### src/rtl/alu_cfg.svh
// Constants for the add and AND execute block
`ifndef ALU_CFG_SVH
`define ALU_CFG_SVH

// Instruction word layout
`define INSN_W         14
`define OPC_TOP_MSB    13
`define OPC_TOP_LSB    12
`define OPC_NIB_MSB    11
`define OPC_NIB_LSB    8
`define OPC_ADDL_LSB   9
`define DEST_BIT       7
`define FADDR_MSB      6
`define LIT_MSB        7

// Opcode field values
`define TOP_LITERAL    2'h3
`define TOP_FILE       2'h0
`define NIB_ADD_LIT    3'h7
`define NIB_AND_LIT    4'h9
`define NIB_ADD_FILE   4'h7
`define NIB_AND_FILE   4'h5

// Special file addresses (defaults of top parameters)
`define TIMER_ZERO_ADDR_DFLT 7'h01
`define PORT_A_ADDR_DFLT     7'h05
`define PORT_B_ADDR_DFLT     7'h06

// Register port offsets
`define REG_ADDR_W     3
`define REG_W_OFS      3'h0
`define REG_FLAGS_OFS  3'h1
`define REG_CTRL_OFS   3'h2
`define REG_EXEC_OFS   3'h3
`define REG_FOREIGN_OFS 3'h4

// Field positions
`define FLAG_C_BIT     0
`define FLAG_DC_BIT    1
`define FLAG_Z_BIT     2
`define CTRL_EN_BIT    0
`define CTRL_PSA_BIT   1

// Reset values and constants
`define BYTE_ZERO      8'h00
`define CNT_ONE        8'h01
`define CTRL_RST       8'h01
`define FADDR_ZERO     7'h00
`define WORD_ZERO      14'h0000

`endif

### src/rtl/alu_pkg.sv
// Types shared by the add and AND execute block
package alu_pkg;
	// Decoded operation, one-hot
	typedef enum logic [4:0] {
		NO_OP          = 5'h01,
		ADD_LITERAL_OP = 5'h02,
		AND_LITERAL_OP = 5'h04,
		ADD_FILE_OP    = 5'h08,
		AND_FILE_OP    = 5'h10
	} exec_op_t;
endpackage : alu_pkg

### src/rtl/exec_if.sv
// Signals between the top, the decoder and the arithmetic unit
interface exec_if;
	import alu_pkg::*;
	logic [13:0]    word;      // Instruction in execute
	exec_op_t       op;        // Decoded operation
	logic           dest_file; // Result goes to file register
	logic [6:0]     faddr;     // File address
	logic [7:0]     literal;   // Immediate byte
	logic [7:0]     opnd_w;    // Working register operand
	logic [7:0]     opnd_s;    // Literal or file operand
	logic [7:0]     result;    // Arithmetic result
	logic           carry;     // Carry out of bit 7
	logic           dcarry;    // Carry out of bit 3
	logic           zero;      // Result is zero
	logic           arith;     // Carry flags to be updated

	// Decoder view
	modport dec (input word, output op, dest_file, faddr, literal);
	// Arithmetic unit view
	modport alu (input op, opnd_w, opnd_s, output result, carry, dcarry, zero, arith);
	// Top view
	modport top (output word, opnd_w, opnd_s,
		input op, dest_file, faddr, literal, result, carry, dcarry, zero, arith);
endinterface : exec_if

### src/rtl/add_and_alu.sv
// Execute stage for add and AND instructions of the core
// Operation
// - Add literal adds immediate into working register
// - Add literal updates carry, digit carry, zero
// - AND literal masks working register with immediate
// - AND literal updates zero only
// - Add file adds, updates all three flags
// - AND file masks, updates zero only
// - Destination bit picks working or file register
// - Port register sources read the pins
// - Timer write clears assigned prescaler
//
// The implementer's own choices: the register offsets and the plain strobed port.
`include "alu_cfg.svh"
module add_and_alu #(
	parameter logic [6:0] TIMER_ZERO_ADDR = `TIMER_ZERO_ADDR_DFLT, // Timer zero count address
	parameter logic [6:0] PORT_A_ADDR     = `PORT_A_ADDR_DFLT,     // First port register address
	parameter logic [6:0] PORT_B_ADDR     = `PORT_B_ADDR_DFLT      // Second port register address
) (
	input  wire logic        ref_clk,
	input  wire logic        rst_n,
	input  wire logic        instr_valid,
	input  wire logic [13:0] instr_word,
	output logic      [6:0]  file_raddr,
	input  wire logic [7:0]  file_rdata,
	output logic             file_we,
	output logic      [6:0]  file_waddr,
	output logic      [7:0]  file_wdata,
	input  wire logic [7:0]  port_a_pins,
	input  wire logic [7:0]  port_b_pins,
	output logic             prescaler_clr,
	input  wire logic [2:0]  reg_addr,
	input  wire logic [7:0]  reg_wdata,
	input  wire logic        reg_we,
	input  wire logic        reg_re,
	output logic      [7:0]  reg_rdata,
	output logic      [7:0]  w_value,
	output logic             carry_flag,
	output logic             digit_carry_flag,
	output logic             zero_flag,
	output logic             exec_done
);
	import alu_pkg::*;

	// Execute stage registers
	logic        ex_vld_r;     // Word held for execute
	logic [13:0] ex_word_r;    // Word under execute
	logic [6:0]  file_raddr_r; // Read address to file array

	// Architectural state
	logic [7:0]  w_r;          // Working register
	logic        c_r;          // Carry flag
	logic        dc_r;         // Digit carry flag
	logic        z_r;          // Zero flag

	// File write port
	logic        file_we_r;    // Write strobe
	logic [6:0]  file_waddr_r; // Write address
	logic [7:0]  file_wdata_r; // Write data
	logic        presc_clr_r;  // Prescaler clear pulse
	logic        done_r;       // Instruction retired pulse

	// Software visible control and counters
	logic [7:0]  ctrl_r;       // Enable and prescaler assignment
	logic [7:0]  exec_cnt_r;   // Retired instruction count
	logic [7:0]  foreign_cnt_r; // Words outside this block
	logic [7:0]  rdata_r;      // Read data

	// Pin synchronisers
	logic [7:0]  pa_meta_r;    // First stage, port A
	logic [7:0]  pa_sync_r;    // Second stage, port A
	logic [7:0]  pb_meta_r;    // First stage, port B
	logic [7:0]  pb_sync_r;    // Second stage, port B

	// Execute datapath nets
	logic [7:0]  src_byte;     // File operand after pin and forward select
	logic        commit;       // Instruction retires this cycle
	logic        is_file_op;   // File register form
	logic        to_file;      // Result written to file array
	logic        exec_en;      // Execution enabled by software
	logic        psa_timer;    // Prescaler assigned to timer

	exec_if ex_bus ();

	// Decode the held word
	insn_decoder u_dec (
		.ex (ex_bus)
	);

	// Adder and logic unit
	alu_core u_alu (
		.ex (ex_bus)
	);

	// Control bits
	assign exec_en   = ctrl_r[`CTRL_EN_BIT];
	assign psa_timer = ctrl_r[`CTRL_PSA_BIT];

	// Outputs straight from flip-flops
	assign file_raddr       = file_raddr_r;
	assign file_we          = file_we_r;
	assign file_waddr       = file_waddr_r;
	assign file_wdata       = file_wdata_r;
	assign prescaler_clr    = presc_clr_r;
	assign reg_rdata        = rdata_r;
	assign w_value          = w_r;
	assign carry_flag       = c_r;
	assign digit_carry_flag = dc_r;
	assign zero_flag        = z_r;
	assign exec_done        = done_r;

	// Two-stage synchronisers for the port pins
	always_ff @(posedge ref_clk or negedge rst_n) begin
		if (!rst_n) begin
			pa_meta_r <= `BYTE_ZERO;
			pa_sync_r <= `BYTE_ZERO;
			pb_meta_r <= `BYTE_ZERO;
			pb_sync_r <= `BYTE_ZERO;
		end else begin
			pa_meta_r <= port_a_pins;
			pa_sync_r <= pa_meta_r;
			pb_meta_r <= port_b_pins;
			pb_sync_r <= pb_meta_r;
		end
	end

	// Take a word each cycle and present its file address
	always_ff @(posedge ref_clk or negedge rst_n) begin
		if (!rst_n) begin
			ex_vld_r     <= 1'b0;
			ex_word_r    <= `WORD_ZERO;
			file_raddr_r <= `FADDR_ZERO;
		end else begin
			// One word per cycle, no stall or skip slot
			ex_vld_r <= instr_valid;
			if (instr_valid) begin
				ex_word_r    <= instr_word;
				file_raddr_r <= instr_word[`FADDR_MSB:0];
			end
		end
	end

	// Held word and working register feed the decoder and the unit
	assign ex_bus.word   = ex_word_r;
	assign ex_bus.opnd_w = w_r;

	// Operand selection for the arithmetic unit
	always_comb begin
		// Port registers read from the pins, not the latch
		if (ex_bus.faddr == PORT_A_ADDR) begin
			src_byte = pa_sync_r;
		end else if (ex_bus.faddr == PORT_B_ADDR) begin
			src_byte = pb_sync_r;
		end else if (file_we_r && (file_waddr_r == ex_bus.faddr)) begin
			// Previous result not yet in the array, forward it
			src_byte = file_wdata_r;
		end else begin
			src_byte = file_rdata;
		end
		ex_bus.opnd_s = src_byte;
		// Literal forms take the immediate byte
		if ((ex_bus.op == ADD_LITERAL_OP) || (ex_bus.op == AND_LITERAL_OP)) begin
			ex_bus.opnd_s = ex_bus.literal;
		end
	end

	// Retire and destination decisions
	assign commit     = ex_vld_r && exec_en && (ex_bus.op != NO_OP);
	assign is_file_op = (ex_bus.op == ADD_FILE_OP) || (ex_bus.op == AND_FILE_OP);
	assign to_file    = commit && is_file_op && ex_bus.dest_file;

	// Working register: execute wins over a software write
	always_ff @(posedge ref_clk or negedge rst_n) begin
		if (!rst_n) begin
			w_r <= `BYTE_ZERO;
		end else if (commit && !to_file) begin
			// Literal forms and destination bit clear land here
			w_r <= ex_bus.result;
		end else if (reg_we && (reg_addr == `REG_W_OFS)) begin
			w_r <= reg_wdata;
		end
	end

	// Status flags
	always_ff @(posedge ref_clk or negedge rst_n) begin
		if (!rst_n) begin
			c_r  <= 1'b0;
			dc_r <= 1'b0;
			z_r  <= 1'b0;
		end else if (commit) begin
			// Zero follows every one of the four
			z_r <= ex_bus.zero;
			// Carries only on the add forms, held on AND
			if (ex_bus.arith) begin
				c_r  <= ex_bus.carry;
				dc_r <= ex_bus.dcarry;
			end
		end else if (reg_we && (reg_addr == `REG_FLAGS_OFS)) begin
			c_r  <= reg_wdata[`FLAG_C_BIT];
			dc_r <= reg_wdata[`FLAG_DC_BIT];
			z_r  <= reg_wdata[`FLAG_Z_BIT];
		end
	end

	// File write port, one cycle after execute
	always_ff @(posedge ref_clk or negedge rst_n) begin
		if (!rst_n) begin
			file_we_r    <= 1'b0;
			file_waddr_r <= `FADDR_ZERO;
			file_wdata_r <= `BYTE_ZERO;
		end else begin
			file_we_r <= to_file;
			if (to_file) begin
				file_waddr_r <= ex_bus.faddr;
				file_wdata_r <= ex_bus.result;
			end
		end
	end

	// Prescaler clear when the timer count is overwritten
	always_ff @(posedge ref_clk or negedge rst_n) begin
		if (!rst_n) begin
			presc_clr_r <= 1'b0;
		end else begin
			presc_clr_r <= to_file && psa_timer && (ex_bus.faddr == TIMER_ZERO_ADDR);
		end
	end

	// Retire pulse
	always_ff @(posedge ref_clk or negedge rst_n) begin
		if (!rst_n) begin
			done_r <= 1'b0;
		end else begin
			done_r <= commit;
		end
	end

	// Control register
	always_ff @(posedge ref_clk or negedge rst_n) begin
		if (!rst_n) begin
			ctrl_r <= `CTRL_RST;
		end else if (reg_we && (reg_addr == `REG_CTRL_OFS)) begin
			// Only the two defined bits are kept
			ctrl_r <= `BYTE_ZERO;
			ctrl_r[`CTRL_EN_BIT]  <= reg_wdata[`CTRL_EN_BIT];
			ctrl_r[`CTRL_PSA_BIT] <= reg_wdata[`CTRL_PSA_BIT];
		end
	end

	// Retired count; a retire in the clearing cycle is kept
	always_ff @(posedge ref_clk or negedge rst_n) begin
		if (!rst_n) begin
			exec_cnt_r <= `BYTE_ZERO;
		end else if (reg_we && (reg_addr == `REG_EXEC_OFS)) begin
			exec_cnt_r <= commit ? `CNT_ONE : `BYTE_ZERO;
		end else if (commit) begin
			exec_cnt_r <= exec_cnt_r + `CNT_ONE;
		end
	end

	// Count of held words that are not one of the four
	always_ff @(posedge ref_clk or negedge rst_n) begin
		if (!rst_n) begin
			foreign_cnt_r <= `BYTE_ZERO;
		end else if (reg_we && (reg_addr == `REG_FOREIGN_OFS)) begin
			foreign_cnt_r <= (ex_vld_r && (ex_bus.op == NO_OP)) ? `CNT_ONE : `BYTE_ZERO;
		end else if (ex_vld_r && (ex_bus.op == NO_OP)) begin
			foreign_cnt_r <= foreign_cnt_r + `CNT_ONE;
		end
	end

	// Read data, valid only in the cycle after the strobe
	always_ff @(posedge ref_clk or negedge rst_n) begin
		if (!rst_n) begin
			rdata_r <= `BYTE_ZERO;
		end else if (reg_re) begin
			case (reg_addr)
				// Working register
				`REG_W_OFS: begin
					rdata_r <= w_r;
				end
				// Flags in the low three bits
				`REG_FLAGS_OFS: begin
					rdata_r <= `BYTE_ZERO;
					rdata_r[`FLAG_C_BIT]  <= c_r;
					rdata_r[`FLAG_DC_BIT] <= dc_r;
					rdata_r[`FLAG_Z_BIT]  <= z_r;
				end
				// Control
				`REG_CTRL_OFS: begin
					rdata_r <= ctrl_r;
				end
				// Counters
				`REG_EXEC_OFS: begin
					rdata_r <= exec_cnt_r;
				end
				`REG_FOREIGN_OFS: begin
					rdata_r <= foreign_cnt_r;
				end
				// Unmapped offsets read zero
				default: begin
					rdata_r <= `BYTE_ZERO;
				end
			endcase
		end else begin
			rdata_r <= `BYTE_ZERO;
		end
	end
endmodule : add_and_alu

### src/rtl/insn_decoder.sv
// Decoder for the four add and AND instruction words
`include "alu_cfg.svh"
module insn_decoder (
	exec_if.dec ex
);
	import alu_pkg::*;

	// Opcode fields
	logic [1:0] top_f;
	logic [3:0] nib_f;

	assign top_f = ex.word[`OPC_TOP_MSB:`OPC_TOP_LSB];
	assign nib_f = ex.word[`OPC_NIB_MSB:`OPC_NIB_LSB];

	// Operand fields
	assign ex.dest_file = ex.word[`DEST_BIT];
	assign ex.faddr     = ex.word[`FADDR_MSB:0];
	assign ex.literal   = ex.word[`LIT_MSB:0];

	// Opcode match, other words decode to no operation
	always_comb begin
		ex.op = NO_OP;
		if (top_f == `TOP_LITERAL) begin
			// Lowest nibble bit is a do-not-care for add literal
			if (ex.word[`OPC_NIB_MSB:`OPC_ADDL_LSB] == `NIB_ADD_LIT) begin
				ex.op = ADD_LITERAL_OP;
			end else if (nib_f == `NIB_AND_LIT) begin
				ex.op = AND_LITERAL_OP;
			end
		end else if (top_f == `TOP_FILE) begin
			if (nib_f == `NIB_ADD_FILE) begin
				ex.op = ADD_FILE_OP;
			end else if (nib_f == `NIB_AND_FILE) begin
				ex.op = AND_FILE_OP;
			end
		end
	end
endmodule : insn_decoder

### src/rtl/alu_core.sv
// Adder and AND unit with carry, digit carry and zero
`include "alu_cfg.svh"
module alu_core (
	exec_if.alu ex
);
	import alu_pkg::*;

	// Four-bit add with carry in, carry out in the top bit
	function automatic logic [4:0] nib_add(input logic [3:0] a, input logic [3:0] b, input logic ci);
		nib_add = {1'b0, a} + {1'b0, b} + {4'h0, ci};
	endfunction : nib_add

	logic [4:0] lo_sum; // Low nibble sum and digit carry
	logic [4:0] hi_sum; // High nibble sum and carry

	// Ripple the two nibble adds so the digit carry is exposed
	assign lo_sum = nib_add(ex.opnd_w[3:0], ex.opnd_s[3:0], 1'b0);
	assign hi_sum = nib_add(ex.opnd_w[7:4], ex.opnd_s[7:4], lo_sum[4]);

	// Result select and flag generation
	always_comb begin
		ex.result = ex.opnd_w & ex.opnd_s;
		ex.arith  = 1'b0;
		if ((ex.op == ADD_LITERAL_OP) || (ex.op == ADD_FILE_OP)) begin
			ex.result = {hi_sum[3:0], lo_sum[3:0]};
			ex.arith  = 1'b1;
		end
		ex.carry  = hi_sum[4];
		ex.dcarry = lo_sum[4];
		ex.zero   = (ex.result == `BYTE_ZERO);
	end
endmodule : alu_core

### config.mk
export PLATFORM = sky130hd
export DESIGN_NAME = add_and_alu
export DESIGN_NICKNAME = d
export VERILOG_FILES = /design/src/rtl/alu_pkg.sv /design/src/rtl/exec_if.sv /design/src/rtl/add_and_alu.sv /design/src/rtl/insn_decoder.sv /design/src/rtl/alu_core.sv
export VERILOG_INCLUDE_DIRS = /design/src /design/src/rtl
export SDC_FILE = /design/constraint.sdc
export NUM_CORES = 1
export LEC_CHECK = 0
export BUFFER_PORTS_ARGS = -buffer_cell sky130_fd_sc_hd__clkbuf_2
export CAP_MARGIN = 20
export CELL_PAD_IN_SITES_DETAIL_PLACEMENT = 1
export CELL_PAD_IN_SITES_GLOBAL_PLACEMENT = 2
export CORE_UTILIZATION = 38
export CTS_BUF_LIST = sky130_fd_sc_hd__clkbuf_2
export DETAILED_ROUTE_END_ITERATION = 7
export PLACE_DENSITY = 0.93
export SLEW_MARGIN = 25
export SYNTH_ARGS = -nofsm -noshare
export SYNTH_HDL_FRONTEND = slang
export SYNTH_HIERARCHICAL = 1
export SYNTH_SLANG_ARGS = --single-unit
### constraint.sdc
create_clock -name ref_clk -period 6.4 [get_ports ref_clk]
set_input_delay 0.64 -clock ref_clk [delete_from_list [all_inputs] [get_ports ref_clk]]
set_output_delay 0.64 -clock ref_clk [all_outputs]
set_load 0.03 [all_outputs]
==> impl_metrics.env <==
export IMPL_run_status="complete, no violations"
export IMPL_drt_iter0_drc=225
export IMPL_port_buffers=97
export IMPL_period_share_pct=86.87
export IMPL_synth_edf_count=0
export IMPL_synth_top_cell_by_area="dfrtp_1"
export IMPL_vias=4002
export IMPL_synth_avg_cell_area_sq_um=11.32
export IMPL_ios=98
export IMPL_synth_warnings=6
export IMPL_synth_top_area_share_pct=47.09
export IMPL_cts_sinks=102
export IMPL_critPathRequiredTime_ns=6.97
export IMPL_synth_cell_type_count=57
export IMPL_initial_utilization_pct=38.82
export IMPL_tightest_slew_ns=0.9921
export IMPL_r2r_start="ex_bus.word[11]"
export IMPL_crit_fanout=12
export IMPL_drc=0
export IMPL_fin_ws_ns=0.8404
export IMPL_maxSlewHeadroom_pct=33.72
export IMPL_synth_area_leaders="dfrtp_1 47%, mux2_2 7.1%, buf_4 3.2%, a22oi_1 2.4%, ha_1 2.3%"
export IMPL_fill_cells=1532
export IMPL_grt_max_degree=61
export IMPL_syn_inst=474
export IMPL_crit_start="ex_bus.word[11]"
export IMPL_diodes=0
export IMPL_hold_start="port_b_pins[7]"
export IMPL_dp_slack_ns=0.5218
export IMPL_setup_violations=0
export IMPL_rsz0062_at_grt="no"
export IMPL_clockBufferDepth=2
export IMPL_path_class="flip-flop to flip-flop"
export IMPL_power_per_cell_area_nw_per_um2=276.4
export IMPL_insertion_delay_ns=0.64
export IMPL_grt_pass1_wl_mm=22.43
export IMPL_drt_wl_total_mm=14.00
export IMPL_path_clk_slew_ns=0.33
export IMPL_nNetsFinal=620
export IMPL_die_w_um=120.9
export IMPL_irDropWorstVdd_mv=0.1992
export IMPL_p_leak_nw=2.736
export IMPL_coreArea_sq_um=13830
export IMPL_multiInputGateArea_sq_um=2482
export IMPL_grt_pass1_vias=4251
export IMPL_gp_routability_congestion=0.8632
export IMPL_syn_to_final_growth_pct=13.59
export IMPL_cap_violations=0
export IMPL_die_h_um=120.9
export IMPL_hold_violations=0
export IMPL_first_pass_iters=4
export IMPL_finalCriticalPeriod_ns=5.560
export IMPL_drtAntennaViolNets=0
export IMPL_fin_worst_skew_ns=0.03316
export IMPL_root_buffer="clkbuf_2"
export IMPL_start_kind="flip-flop"
export IMPL_synth_flop_cell="dfrtp_1"
export IMPL_end_kind="flip-flop"
export IMPL_ys_seq_area_share_pct=47.58
export IMPL_min_path_type="primary input to flip-flop"
export IMPL_grtUsageTotal_pct=20.09
export IMPL_ys_ff_latch=102
export IMPL_cts_resized=0
export IMPL_final_max_slew_viol_count=0
export IMPL_htree_levels=3
export IMPL_setup_tns_ns=0
export IMPL_fmax_mhz=179.9
export IMPL_syn_cell_area_sq_um=5368
export IMPL_cts_tree="done"
export IMPL_wl_per_cell_um=18.97
export IMPL_rows=43
export IMPL_synth_nets=541
export IMPL_register_area_sq_um=2554
export IMPL_cts_buffers=9
export IMPL_antenna_found_initial=0
export IMPL_drive_above_1_share_pct=30.65
export IMPL_hpwl_mm=10.74
export IMPL_synthArstFlopShare_pct=100.0
export IMPL_die_area_sq_um=14600
export IMPL_crit_arrival_ns=6.13
export IMPL_grt_overflow_total=0
export IMPL_via_per_inst=5.423
cells in the mapped netlist, types with 9 or more instances:
library cell	count
clkbuf_1	13
buf_4	23
nor3b_1	10
ha_1	10
dfrtp_1	101
nand4_1	13
nand2_1	32
mux2_2	34
nor2_1	11
xnor2_1	14
a21oi_1	9
nand3_1	19
mux2i_1	10
o21ai_0	17
o211ai_1	11
a22oi_1	17
nor2b_1	12
layer usage:
metal  track usage (%)  part of all wire (%)  wire length, um  up-vias
met5                 0                     0                0        -
li1                  -                     -                -     1876
met4             7.022                   2.2              307        0
met2             34.29                    51             7082      109
met3             3.853                   4.2              590       20
met1             25.33                    43             6022     1997
layout make-up:
type,count,share of cell area [%]
multi-input cells,317,40.71
inverters,9,0.8003
flip-flops and latches,102,41.88
well taps,180,3.694
clock inverters,7,1.498
clock buffers,9,0.7388
repair buffers,114,10.67
path summary, 6_finish.rpt:
check                          endpoint  slack, ns  cells past startpoint
hold / removal             pb_meta_r[7]       0.09                      1
min in group asynchronous  reg_rdata[3]       0.45                      2
hold reg to reg            pa_sync_r[7]       0.38                      0
setup reg to reg              zero_flag       0.84                     21
setup / recovery              zero_flag       0.84                     21
max in group asynchronous  pa_meta_r[7]       4.79                      3
cell families after synthesis:
kind of cell | after synthesis | share of synthesized area, %
xor+xnor | 22 | 3.590
simple gates | 133 | 14.80
fa+ha+maj | 13 | 3.450
compound gates | 97 | 13.08
flops | 102 | 47.58
mux | 52 | 11.24
buf+inv | 55 | 6.271
metrics by stage:
stage | utilization (%) | std cells | power (mW) | instance area (sq um) | hold slack [ns]
after floorplan | - | 474 | 1.179 | 5368 | 0.3312
after global placement | 42.06 | 708 | 1.329 | 5816 | 0.3323
after detailed placement | 42.06 | 708 | 1.354 | 5816 | 0.3362
after CTS | 43.12 | 725 | 1.696 | 5962 | 0.004951
after global routing | 44.10 | 738 | 1.788 | 6097 | 0.02271
final | 44.10 | 738 | 1.686 | 6097 | 0.09210
registers in the layout, indices dropped and copies added (netlist names):
name and cells:
carry_flag 1, ex_vld_r 1, w_value 8, pa_sync_r 8, exec_done 1, digit_carry_flag 1
file_we 1, file_wdata 8, foreign_cnt_r 8, pa_meta_r 8, pb_meta_r 8, ex_bus.word 14
reg_rdata 8, ctrl_r 2, zero_flag 1, prescaler_clr 1, exec_cnt_r 8, file_waddr 7
pb_sync_r 8
where the power goes:
| part | switching [mW] | internal, mW |
|---|---|---|
| Sequential | 0.123 | 0.725 |
| Combinational | 0.291 | 0.209 |
| Clock | 0.261 | 0.0772 |
worst max-delay path: stages (launching register included):
cell	delay (ns)
dfrtp_1	0.47
nand3_1	0.13
nor4b_2	0.57
a211oi_1	0.09
buf_4	0.21
nor3_2	0.57
nand2_1	0.36
o2111ai_1	0.21
nand3_1	0.11
ha_1	0.22
inv_1	0.09
fa_1	0.21
nor2b_1	0.05
o21ai_0	0.14
nand2b_1	0.11
fa_1	0.42
fa_1	0.49
nor4b_1	0.56
nand4b_4	0.15
o31ai_2	0.19
nand2_1	0.07
o21ai_0	0.07
placed cells by master, fill, tap and decap left out, drive strengths merged, types with 4 or more instances in the layout:
cell type and instances:
nor2 11, a21oi 9, xor2 8, nor2b 12, inv 14, dfrtp 101
and3 7, ha 10, a22o 7, mux2 42, a211oi 7, xnor2 14
a21o 5, a21boi 7, clkbuf 105, or4 5, nand2 32, buf 4
o211ai 11, o21ai 17, mux2i 10, a22oi 17, nand3 19, o2111ai 8
dlygate4sd3 14, nor3b 10, o31ai 4, nand4 13, nor4b 4
repair_timing:
action | in CTS | in global routing
hold endpoints to repair | 41 | 13
hold buffers | 1 | 13
buffers inserted | 0 | 0
Power figures use the tool's default switching activity.
